==> config.mk <==
export PLATFORM = sky130hd
export DESIGN_NAME = bvc_regs
export DESIGN_NICKNAME = d
export VERILOG_FILES = /design/src/core/bvc_pkg.sv /design/src/core/bvc_blank_timer.sv /design/src/core/bvc_regs.sv
export VERILOG_INCLUDE_DIRS = /design/src /design/src/core
export SDC_FILE = /design/constraint.sdc
export NUM_CORES = 1
export LEC_CHECK = 0
export BUFFER_PORTS_ARGS = -buffer_cell sky130_fd_sc_hd__buf_2
export CORE_MARGIN = 1.5
export CORE_UTILIZATION = 60
export CTS_BUF_LIST = sky130_fd_sc_hd__clkbuf_4 sky130_fd_sc_hd__clkbuf_8
export DETAILED_ROUTE_END_ITERATION = 8
export HOLD_SLACK_MARGIN = 0.08
export PLACE_DENSITY = 0.81
export SYNTH_ARGS = -nofsm -noshare
export SYNTH_HDL_FRONTEND = slang
export SYNTH_SLANG_ARGS = --single-unit
==> constraint.sdc <==
create_clock -name CORE_CLK_I -period 10.7 [get_ports CORE_CLK_I]
set_clock_uncertainty 0.1 [all_clocks]
set_input_delay 0.535 -clock CORE_CLK_I [delete_from_list [all_inputs] [get_ports CORE_CLK_I]]
set_output_delay 0.535 -clock CORE_CLK_I [all_outputs]
set_load 0.05 [all_outputs]
==> src/core/bvc_params.svh <==
// How it works
// - Locked writes leave both converter registers unchanged
// - Second rail write blanks its monitors 5 ms
// - Third rail write blanks its monitors 5 ms
// - Second code applies only on a go pulse
// - Bit 7 is pulse-skip enable, resets one
// - Bit 6 reads zero, writes ignored
// - Second register at 0x17, resets 0x99
// - Second code: 0.850 V, 10/25 mV steps
// - Third register at 0x18, nominal reset 0x8C
// - Strap input picks third code power-up value
// - Third code: 0.900 V, 25/50 mV steps
`ifndef BVC_PARAMS_SVH
`define BVC_PARAMS_SVH

`define BVC_ADDR_SECOND      8'h17
`define BVC_ADDR_THIRD       8'h18
`define BVC_RESET_SECOND     8'h99
`define BVC_RESET_THIRD      8'h8C
`define BVC_BIT_PSK          7
`define BVC_BIT_RSVD         6
`define BVC_CODE_MSB         5
`define BVC_READ_ZERO        8'h00

`define BVC_BLANK_TIME_US    5000
`define BVC_CLK_MHZ          50
`define BVC_BLANK_CYCLES     (`BVC_BLANK_TIME_US * `BVC_CLK_MHZ)
`define BVC_TMR_W            18
`define BVC_TMR_ONE          18'h00001
`define BVC_TMR_ZERO         18'h00000

// Strapped third-rail codes; index 0 is the nominal default
`define BVC_STRAP_CODE0      6'h0C
`define BVC_STRAP_CODE1      6'h08
`define BVC_STRAP_CODE2      6'h10
`define BVC_STRAP_CODE3      6'h1A

// Voltage maps in millivolts
`define BVC_SEC_BASE_MV      12'd850
`define BVC_SEC_STEP1_MV     12'd10
`define BVC_SEC_KNEE         6'h32
`define BVC_SEC_STEP2_MV     12'd25
`define BVC_THR_BASE_MV      12'd900
`define BVC_THR_STEP1_MV     12'd25
`define BVC_THR_KNEE         6'h1A
`define BVC_THR_STEP2_MV     12'd50

`endif

==> src/core/bvc_pkg.sv <==
package bvc_pkg;

  typedef logic [5:0]  bvc_code_t;
  typedef logic [11:0] bvc_mv_t;

  typedef enum logic [0:0]
  {
    BVC_ST_STRAP = 1'b0,
    BVC_ST_RUN   = 1'b1
  } bvc_state_e;

endpackage

==> src/core/bvc_blank_timer.sv <==
`include "bvc_params.svh"

module bvc_blank_timer #(
  parameter int unsigned BLANK_CYCLES = `BVC_BLANK_CYCLES
)
(
  // Clock, reset and enable
  input  wire logic clk_i,
  input  wire logic rst_n_i,
  input  wire logic ce_i,
  // Control
  input  wire logic start_i,
  output logic      active_o
);

  logic [`BVC_TMR_W-1:0] count_r;

  // Restart on every write, so back-to-back writes extend the window
  always_ff @(posedge clk_i or negedge rst_n_i)
  begin
    if (!rst_n_i)
    begin
      count_r <= `BVC_TMR_ZERO;
    end
    else if (ce_i)
    begin
      if (start_i)
      begin
        count_r <= BLANK_CYCLES[`BVC_TMR_W-1:0];
      end
      else if (count_r != `BVC_TMR_ZERO)
      begin
        count_r <= count_r - `BVC_TMR_ONE;
      end
    end
  end

  always_ff @(posedge clk_i or negedge rst_n_i)
  begin
    if (!rst_n_i)
    begin
      active_o <= 1'b0;
    end
    else if (ce_i)
    begin
      active_o <= start_i || (count_r > `BVC_TMR_ONE);
    end
  end

endmodule

==> src/core/bvc_regs.sv <==
`include "bvc_params.svh"

module bvc_regs #(
  parameter int unsigned BLANK_CYCLES = `BVC_BLANK_CYCLES
)
(
  // Clock, reset, enable
  input  wire logic        CORE_CLK_I,
  input  wire logic        RST_N_I,
  input  wire logic        CE_I,
  // Register port
  input  wire logic        REG_WR_I,
  input  wire logic        REG_RD_I,
  input  wire logic [7:0]  REG_ADDR_I,
  input  wire logic [7:0]  REG_WDATA_I,
  input  wire logic        REG_UNLOCK_I,
  output logic      [7:0]  REG_RDATA_O,
  // Apply controls from the go register
  input  wire logic        APPLY_VOLTAGE_GO_I,
  input  wire logic        APPLY_VOLTAGE_NO_DISCHARGE_BIT_I,
  // Strap
  input  wire logic [1:0]  STRAP_RESISTOR_SELECT_I,
  // Raw supervisor comparators
  input  wire logic        SECOND_OV_RAW_I,
  input  wire logic        SECOND_UV_RAW_I,
  input  wire logic        THIRD_OV_RAW_I,
  input  wire logic        THIRD_UV_RAW_I,
  // Converter controls
  output logic      [5:0]  SECOND_BUCK_VOLTAGE_CODE_O,
  output logic      [5:0]  THIRD_BUCK_VOLTAGE_CODE_O,
  output logic             SECOND_PULSE_SKIP_ENABLE_O,
  output logic             THIRD_PULSE_SKIP_ENABLE_O,
  output logic      [11:0] SECOND_BUCK_MV_O,
  output logic      [11:0] THIRD_BUCK_MV_O,
  // Supervisor results
  output logic             SECOND_BLANK_O,
  output logic             THIRD_BLANK_O,
  output logic             SECOND_OV_FAULT_O,
  output logic             SECOND_UV_FAULT_O,
  output logic             THIRD_OV_FAULT_O,
  output logic             THIRD_UV_FAULT_O
);

  // Piecewise-linear code to millivolt conversion
  function automatic bvc_pkg::bvc_mv_t code_to_mv(
    input bvc_pkg::bvc_code_t code,
    input bvc_pkg::bvc_mv_t   base,
    input bvc_pkg::bvc_mv_t   step1,
    input bvc_pkg::bvc_code_t knee,
    input bvc_pkg::bvc_mv_t   step2
  );
    bvc_pkg::bvc_mv_t lo;
    bvc_pkg::bvc_mv_t hi;
    if (code <= knee)
    begin
      lo = 12'(code) * step1;
      hi = 12'h000;
    end
    else
    begin
      lo = 12'(knee) * step1;
      hi = 12'(code - knee) * step2;
    end
    return 12'(base + lo + hi);
  endfunction

  // Strapped power-up code lookup
  function automatic bvc_pkg::bvc_code_t strap_code(
    input logic [1:0] sel
  );
    bvc_pkg::bvc_code_t c;
    c = `BVC_STRAP_CODE0;
    case (sel)
      2'h1:    c = `BVC_STRAP_CODE1;
      2'h2:    c = `BVC_STRAP_CODE2;
      2'h3:    c = `BVC_STRAP_CODE3;
      default: c = `BVC_STRAP_CODE0;
    endcase
    return c;
  endfunction

  bvc_pkg::bvc_state_e state_r;
  bvc_pkg::bvc_state_e state_nxt;
  bvc_pkg::bvc_code_t  second_code_r;
  bvc_pkg::bvc_code_t  third_code_r;
  logic                second_psk_r;
  logic                third_psk_r;
  logic                wr_second;
  logic                wr_third;
  logic                wr_ok;
  logic                apply_second;
  logic                second_blank;
  logic                third_blank;

  // Named copies so reset fields can be sliced; a literal cannot be
  localparam logic [7:0] RST_SECOND = `BVC_RESET_SECOND;
  localparam logic [7:0] RST_THIRD  = `BVC_RESET_THIRD;

  // Strap is caught at the first enabled edge after release, never in reset
  always_comb
  begin
    state_nxt = state_r;
    case (state_r)
      bvc_pkg::BVC_ST_STRAP: state_nxt = bvc_pkg::BVC_ST_RUN;
      bvc_pkg::BVC_ST_RUN:   state_nxt = bvc_pkg::BVC_ST_RUN;
      default:               state_nxt = bvc_pkg::BVC_ST_STRAP;
    endcase
  end

  always_ff @(posedge CORE_CLK_I or negedge RST_N_I)
  begin
    if (!RST_N_I)
    begin
      state_r <= bvc_pkg::BVC_ST_STRAP;
    end
    else if (CE_I)
    begin
      state_r <= state_nxt;
    end
  end

  // Writes count only once running and unlocked
  assign wr_ok = REG_WR_I && REG_UNLOCK_I && (state_r == bvc_pkg::BVC_ST_RUN);

  always_comb
  begin
    wr_second = 1'b0;
    wr_third  = 1'b0;
    if (REG_ADDR_I == `BVC_ADDR_SECOND)
    begin
      wr_second = wr_ok;
    end
    else if (REG_ADDR_I == `BVC_ADDR_THIRD)
    begin
      wr_third = wr_ok;
    end
  end

  assign apply_second = APPLY_VOLTAGE_GO_I || APPLY_VOLTAGE_NO_DISCHARGE_BIT_I;

  // Second converter register
  always_ff @(posedge CORE_CLK_I or negedge RST_N_I)
  begin
    if (!RST_N_I)
    begin
      second_psk_r  <= RST_SECOND[`BVC_BIT_PSK];
      second_code_r <= RST_SECOND[`BVC_CODE_MSB:0];
    end
    else if (CE_I && wr_second)
    begin
      second_psk_r  <= REG_WDATA_I[`BVC_BIT_PSK];
      second_code_r <= REG_WDATA_I[`BVC_CODE_MSB:0];
    end
  end

  // Third converter register
  always_ff @(posedge CORE_CLK_I or negedge RST_N_I)
  begin
    if (!RST_N_I)
    begin
      third_psk_r  <= RST_THIRD[`BVC_BIT_PSK];
      third_code_r <= RST_THIRD[`BVC_CODE_MSB:0];
    end
    else if (CE_I)
    begin
      if (state_r == bvc_pkg::BVC_ST_STRAP)
      begin
        third_code_r <= strap_code(STRAP_RESISTOR_SELECT_I);
      end
      else if (wr_third)
      begin
        third_psk_r  <= REG_WDATA_I[`BVC_BIT_PSK];
        third_code_r <= REG_WDATA_I[`BVC_CODE_MSB:0];
      end
    end
  end

  // Second rail holds the old code until a go pulse
  always_ff @(posedge CORE_CLK_I or negedge RST_N_I)
  begin
    if (!RST_N_I)
    begin
      SECOND_BUCK_VOLTAGE_CODE_O <= RST_SECOND[`BVC_CODE_MSB:0];
      SECOND_BUCK_MV_O           <= code_to_mv(
        RST_SECOND[`BVC_CODE_MSB:0], `BVC_SEC_BASE_MV,
        `BVC_SEC_STEP1_MV, `BVC_SEC_KNEE, `BVC_SEC_STEP2_MV);
    end
    else if (CE_I && apply_second)
    begin
      SECOND_BUCK_VOLTAGE_CODE_O <= second_code_r;
      SECOND_BUCK_MV_O           <= code_to_mv(second_code_r,
        `BVC_SEC_BASE_MV, `BVC_SEC_STEP1_MV, `BVC_SEC_KNEE,
        `BVC_SEC_STEP2_MV);
    end
  end

  // Third rail follows its register directly
  always_ff @(posedge CORE_CLK_I or negedge RST_N_I)
  begin
    if (!RST_N_I)
    begin
      THIRD_BUCK_VOLTAGE_CODE_O <= RST_THIRD[`BVC_CODE_MSB:0];
      THIRD_BUCK_MV_O           <= code_to_mv(
        RST_THIRD[`BVC_CODE_MSB:0], `BVC_THR_BASE_MV,
        `BVC_THR_STEP1_MV, `BVC_THR_KNEE, `BVC_THR_STEP2_MV);
    end
    else if (CE_I)
    begin
      THIRD_BUCK_VOLTAGE_CODE_O <= third_code_r;
      THIRD_BUCK_MV_O           <= code_to_mv(third_code_r,
        `BVC_THR_BASE_MV, `BVC_THR_STEP1_MV, `BVC_THR_KNEE,
        `BVC_THR_STEP2_MV);
    end
  end

  always_ff @(posedge CORE_CLK_I or negedge RST_N_I)
  begin
    if (!RST_N_I)
    begin
      SECOND_PULSE_SKIP_ENABLE_O <= RST_SECOND[`BVC_BIT_PSK];
      THIRD_PULSE_SKIP_ENABLE_O  <= RST_THIRD[`BVC_BIT_PSK];
    end
    else if (CE_I)
    begin
      SECOND_PULSE_SKIP_ENABLE_O <= second_psk_r;
      THIRD_PULSE_SKIP_ENABLE_O  <= third_psk_r;
    end
  end

  // Registered read; unmapped addresses return zero
  always_ff @(posedge CORE_CLK_I or negedge RST_N_I)
  begin
    if (!RST_N_I)
    begin
      REG_RDATA_O <= `BVC_READ_ZERO;
    end
    else if (CE_I && REG_RD_I)
    begin
      if (REG_ADDR_I == `BVC_ADDR_SECOND)
      begin
        REG_RDATA_O <= {second_psk_r, 1'b0, second_code_r};
      end
      else if (REG_ADDR_I == `BVC_ADDR_THIRD)
      begin
        REG_RDATA_O <= {third_psk_r, 1'b0, third_code_r};
      end
      else
      begin
        REG_RDATA_O <= `BVC_READ_ZERO;
      end
    end
  end

  bvc_blank_timer #(
    .BLANK_CYCLES (BLANK_CYCLES)
  ) u_second_blank (
    .clk_i    (CORE_CLK_I),
    .rst_n_i  (RST_N_I),
    .ce_i     (CE_I),
    .start_i  (wr_second),
    .active_o (second_blank)
  );

  bvc_blank_timer #(
    .BLANK_CYCLES (BLANK_CYCLES)
  ) u_third_blank (
    .clk_i    (CORE_CLK_I),
    .rst_n_i  (RST_N_I),
    .ce_i     (CE_I),
    .start_i  (wr_third),
    .active_o (third_blank)
  );

  // Gate comparators for the blanking window after each rail write; a second-rail go does not start blanking
  always_ff @(posedge CORE_CLK_I or negedge RST_N_I)
  begin
    if (!RST_N_I)
    begin
      SECOND_BLANK_O    <= 1'b0;
      THIRD_BLANK_O     <= 1'b0;
      SECOND_OV_FAULT_O <= 1'b0;
      SECOND_UV_FAULT_O <= 1'b0;
      THIRD_OV_FAULT_O  <= 1'b0;
      THIRD_UV_FAULT_O  <= 1'b0;
    end
    else if (CE_I)
    begin
      SECOND_BLANK_O    <= second_blank;
      THIRD_BLANK_O     <= third_blank;
      SECOND_OV_FAULT_O <= SECOND_OV_RAW_I && !second_blank;
      SECOND_UV_FAULT_O <= SECOND_UV_RAW_I && !second_blank;
      THIRD_OV_FAULT_O  <= THIRD_OV_RAW_I && !third_blank;
      THIRD_UV_FAULT_O  <= THIRD_UV_RAW_I && !third_blank;
    end
  end

endmodule

==> results.yml <==
timing:
  min_period_ns: 5.48
  fmax_mhz: 183
  tightestPinTransition_ns: 1.11
  setup_tns_ns: 0
  rsz0062_at_grt: "false"
  hold_viol: 0
  slew_viol_final: 0
  setup_slack_ns: 5.22
  post-route-period-util: 0.512
  relSlewSlack: 0.255
  setup_viol: 0
detailed_routing:
  detailedRoute.firstIterationViolations: 343
  wl_um: 15900
  ant_nets: 0
  first_pass_iters: 4
  vias: 5947
  remaining_drc_errors: 0
  drt-vias-per-instance: 5.63
  wl_per_cell_um: 15.1
clock_tree:
  clockBufferDepth: 2
  postCtsHoldBufs: 1
  cts_buffers: 9
  cts_tree: "done"
  post-cts-setup-buffers: 0
  clock_latency_ns: 0.39
  cts.clk_slew.worst_paths_ns: 0.10
  h-tree-depth: 3
  clock-sinks: 104
  clockRootBuffer: "clkbuf_8"
  cts_resized: 0
grt:
  grt_use_met1: 0.328
  antenna_found_initial: 2
  grt_max_degree: 64
  grt_first_pass_wirelength_um: 26600
  grt_pass1_vias: 5681
  grt_util_met3: 0.0556
  groute.usage.overall: 0.257
  use_met2: 0.427
  grt.busiest_layer: "met2"
  grt-ovfl-total: 0
pwr:
  cellLeakagePower_nw: 4.05
  power_density_nw_per_um2: 142
  vdd_ir_drop_max_uv: 91.6
setup_path:
  path_class: "reg2reg"
  crit_path_end_kind: "register"
  cpMostUsedCell: "ha_1"
  critical-path-top-delay-family: "adder cells"
  crit_buf_inv: 3
  arrival_ns: 5.66
  path_cells: "inv_1 > ha_1 > nor2b_1 > nor2b_1 > xnor2_1 > xor2_1 > fa_1 > inv_1 > ha_1 > ha_1 > o21a_1 > o31a_1 > a211oi_1 > a31o_2 > inv_1 > ha_1 > and3_1 > and3_1 > a211oi_1 > o21ai_0 > a31o_2"
  worstPathMaxFanout: 7
  cp-start-kind: "register"
  critPathMaxStageDelay_ns: 0.53
  cp_slowest_cell: "fa_1"
  required_ns: 10.88
  reg2reg_setup_slack_ns: 5.22
logic_synthesis:
  avgSynthCellArea_um2: 9.23
  synth_warnings: 0
  synth_edf_count: 0
  synth_cell_types: 68
  syn-num-nets: 945
  synthesis.area_um2: 7480
  synthesis.instances: 810
  ys_ff_latch: 104
  ys_seq_area_frac: 0.352
  async_reset_ff_frac: 1.00
  synthFlopType: "dfrtp_1"
die:
  dieArea_um2: 13100
  coreArea_um2: 12100
  die-height_um: 115
  start_util: 0.620
  num_rows: 40
  dieWidth_um: 115
  ios: 82
placement:
  numPortBuffers: 79
  dp_slack_ns: 5.29
  place_area_um2: 8020
  gp_congestion: 0.838
  place_hpwl_um: 12100
cells_and_area:
  fin_nets: 1016
  drive_above_1_share: 0.168
  final_area_um2: 8220
  final_cell_mix: "103 x nand2_1, 91 x ha_1, 82 x dfrtp_1"
  final_common_cell: "nand2_1"
  syn_to_final_growth_pct: 9.89
flow_run:
  maxCapViolations: 0
outcome:
  status: "complete, no violations"
worst_hold_path:
  hold_class: "in2reg"
worst paths after layout:
check,depth (start not counted),from,end
worst max-delay path,21,second_code_r[1]$_DFFE_PN0P_,SECOND_BUCK_MV_O[11]$_DFFE_PN0P_
worst min-delay path,3,REG_WDATA_I[3],second_code_r[3]$_DFFE_PN1P_
worst max register to register,21,second_code_r[1]$_DFFE_PN0P_,SECOND_BUCK_MV_O[11]$_DFFE_PN0P_
worst min register to register,2,SECOND_BUCK_VOLTAGE_CODE_O[0]$_DFFE_PN1P_,SECOND_BUCK_VOLTAGE_CODE_O[0]$_DFFE_PN1P_
max in group asynchronous,3,RST_N_I,THIRD_BUCK_MV_O[11]$_DFFE_PN0P_
min in group asynchronous,2,RST_N_I,REG_RDATA_O[5]$_DFFE_PN0P_
worst min-delay path, stage by stage:
cell     delay [ns]
buf_2          0.11
nand2_1        0.05
nand2_1        0.04
through the flow:
| step | power (mW) | hold slack [ns] | utilization | cells |
|---|---|---|---|---|
| 6_report | 1.16 | 0.245 | 0.681 | 1056 |
| 5_1_grt | 1.24 | 0.243 | 0.681 | 1054 |
| 4_1_cts | 1.17 | 0.230 | 0.681 | 1054 |
| 3_5_place_dp | 0.929 | 0.348 | 0.665 | 1037 |
| 2_1_floorplan | 0.837 | 0.139 | - | 810 |
| 3_3_place_gp | 0.914 | 0.351 | 0.665 | 1037 |
logic make-up after synthesis:
family                     count (synthesis)  share of synthesized area
AOI/OAI and AO/OA                        167                      0.145
xor gates and xnor gates                  61                     0.0714
adders and majority gates                105                      0.190
buffers and inverters                     96                     0.0497
DFF                                      104                      0.352
muxes                                     17                     0.0251
other                                      1                   0.000501
and+or+nand+nor                          259                      0.167
flip-flops by register name (all words and copies together), names as in the netlist, 6 cells and up:
name	cells
SECOND_BUCK_MV_O	12
second_code_r	6
THIRD_BUCK_VOLTAGE_CODE_O	6
u_second_blank.count_r	18
REG_RDATA_O	7
SECOND_BUCK_VOLTAGE_CODE_O	6
THIRD_BUCK_MV_O	12
third_code_r	6
u_third_blank.count_r	18
cells in the mapped netlist (all sizes together) (4+ instances only):
| cell | count | area (um^2) |
|---|---|---|
| o21ai | 54 | 270 |
| a31oi | 4 | 25.0 |
| nand2b | 4 | 25.0 |
| fa | 14 | 280 |
| xnor2 | 34 | 298 |
| inv | 72 | 270 |
| dfrtp | 82 | 2050 |
| or3 | 10 | 65.1 |
| a211oi | 9 | 67.6 |
| o21bai | 6 | 45.0 |
| ha | 91 | 1140 |
| nor3 | 14 | 70.1 |
| nor2 | 53 | 201 |
| a22oi | 7 | 52.6 |
| and3 | 9 | 56.3 |
| and2 | 5 | 31.3 |
| nand3b | 7 | 52.6 |
| nor2b | 10 | 62.6 |
| o31ai | 8 | 60.1 |
| nor4 | 8 | 56.3 |
| xor2 | 27 | 236 |
| a21oi | 33 | 165 |
| o21a | 4 | 30.0 |
| nand3 | 17 | 85.1 |
| clkbuf | 20 | 75.1 |
| dfstp | 22 | 578 |
| buf | 4 | 26.3 |
| mux2 | 14 | 158 |
| nand2 | 103 | 387 |
| a21o | 14 | 105 |
layer usage:
| metal | vias to the layer above | share of wire |
|---|---|---|
| met1 | 2827 | 0.45 |
| met2 | 138 | 0.47 |
| met3 | 34 | 0.046 |
| met4 | 0 | 0.028 |
| met5 | - | 0 |
| li1 | 2948 | - |
report_power, final:
group	switching [mW]	internal (mW)	total, mW
clock network	0.138	0.101	0.239
registers	0.0686	0.473	0.542
logic	0.234	0.150	0.384
final cells by class:
cell class                      instances  area [um^2]
Timing Repair Buffer                   84          438
Clock inverter                          4         28.8
Clock buffer                           12          159
Antenna cell                            2         5.00
Tap cell                              168          210
Inverter                               72          270
Fill cell                             956         3840
Multi-Input combinational cell        610         4480
Sequential cell                       104         2630
Note: power is estimated with default switching activity, not from simulation.
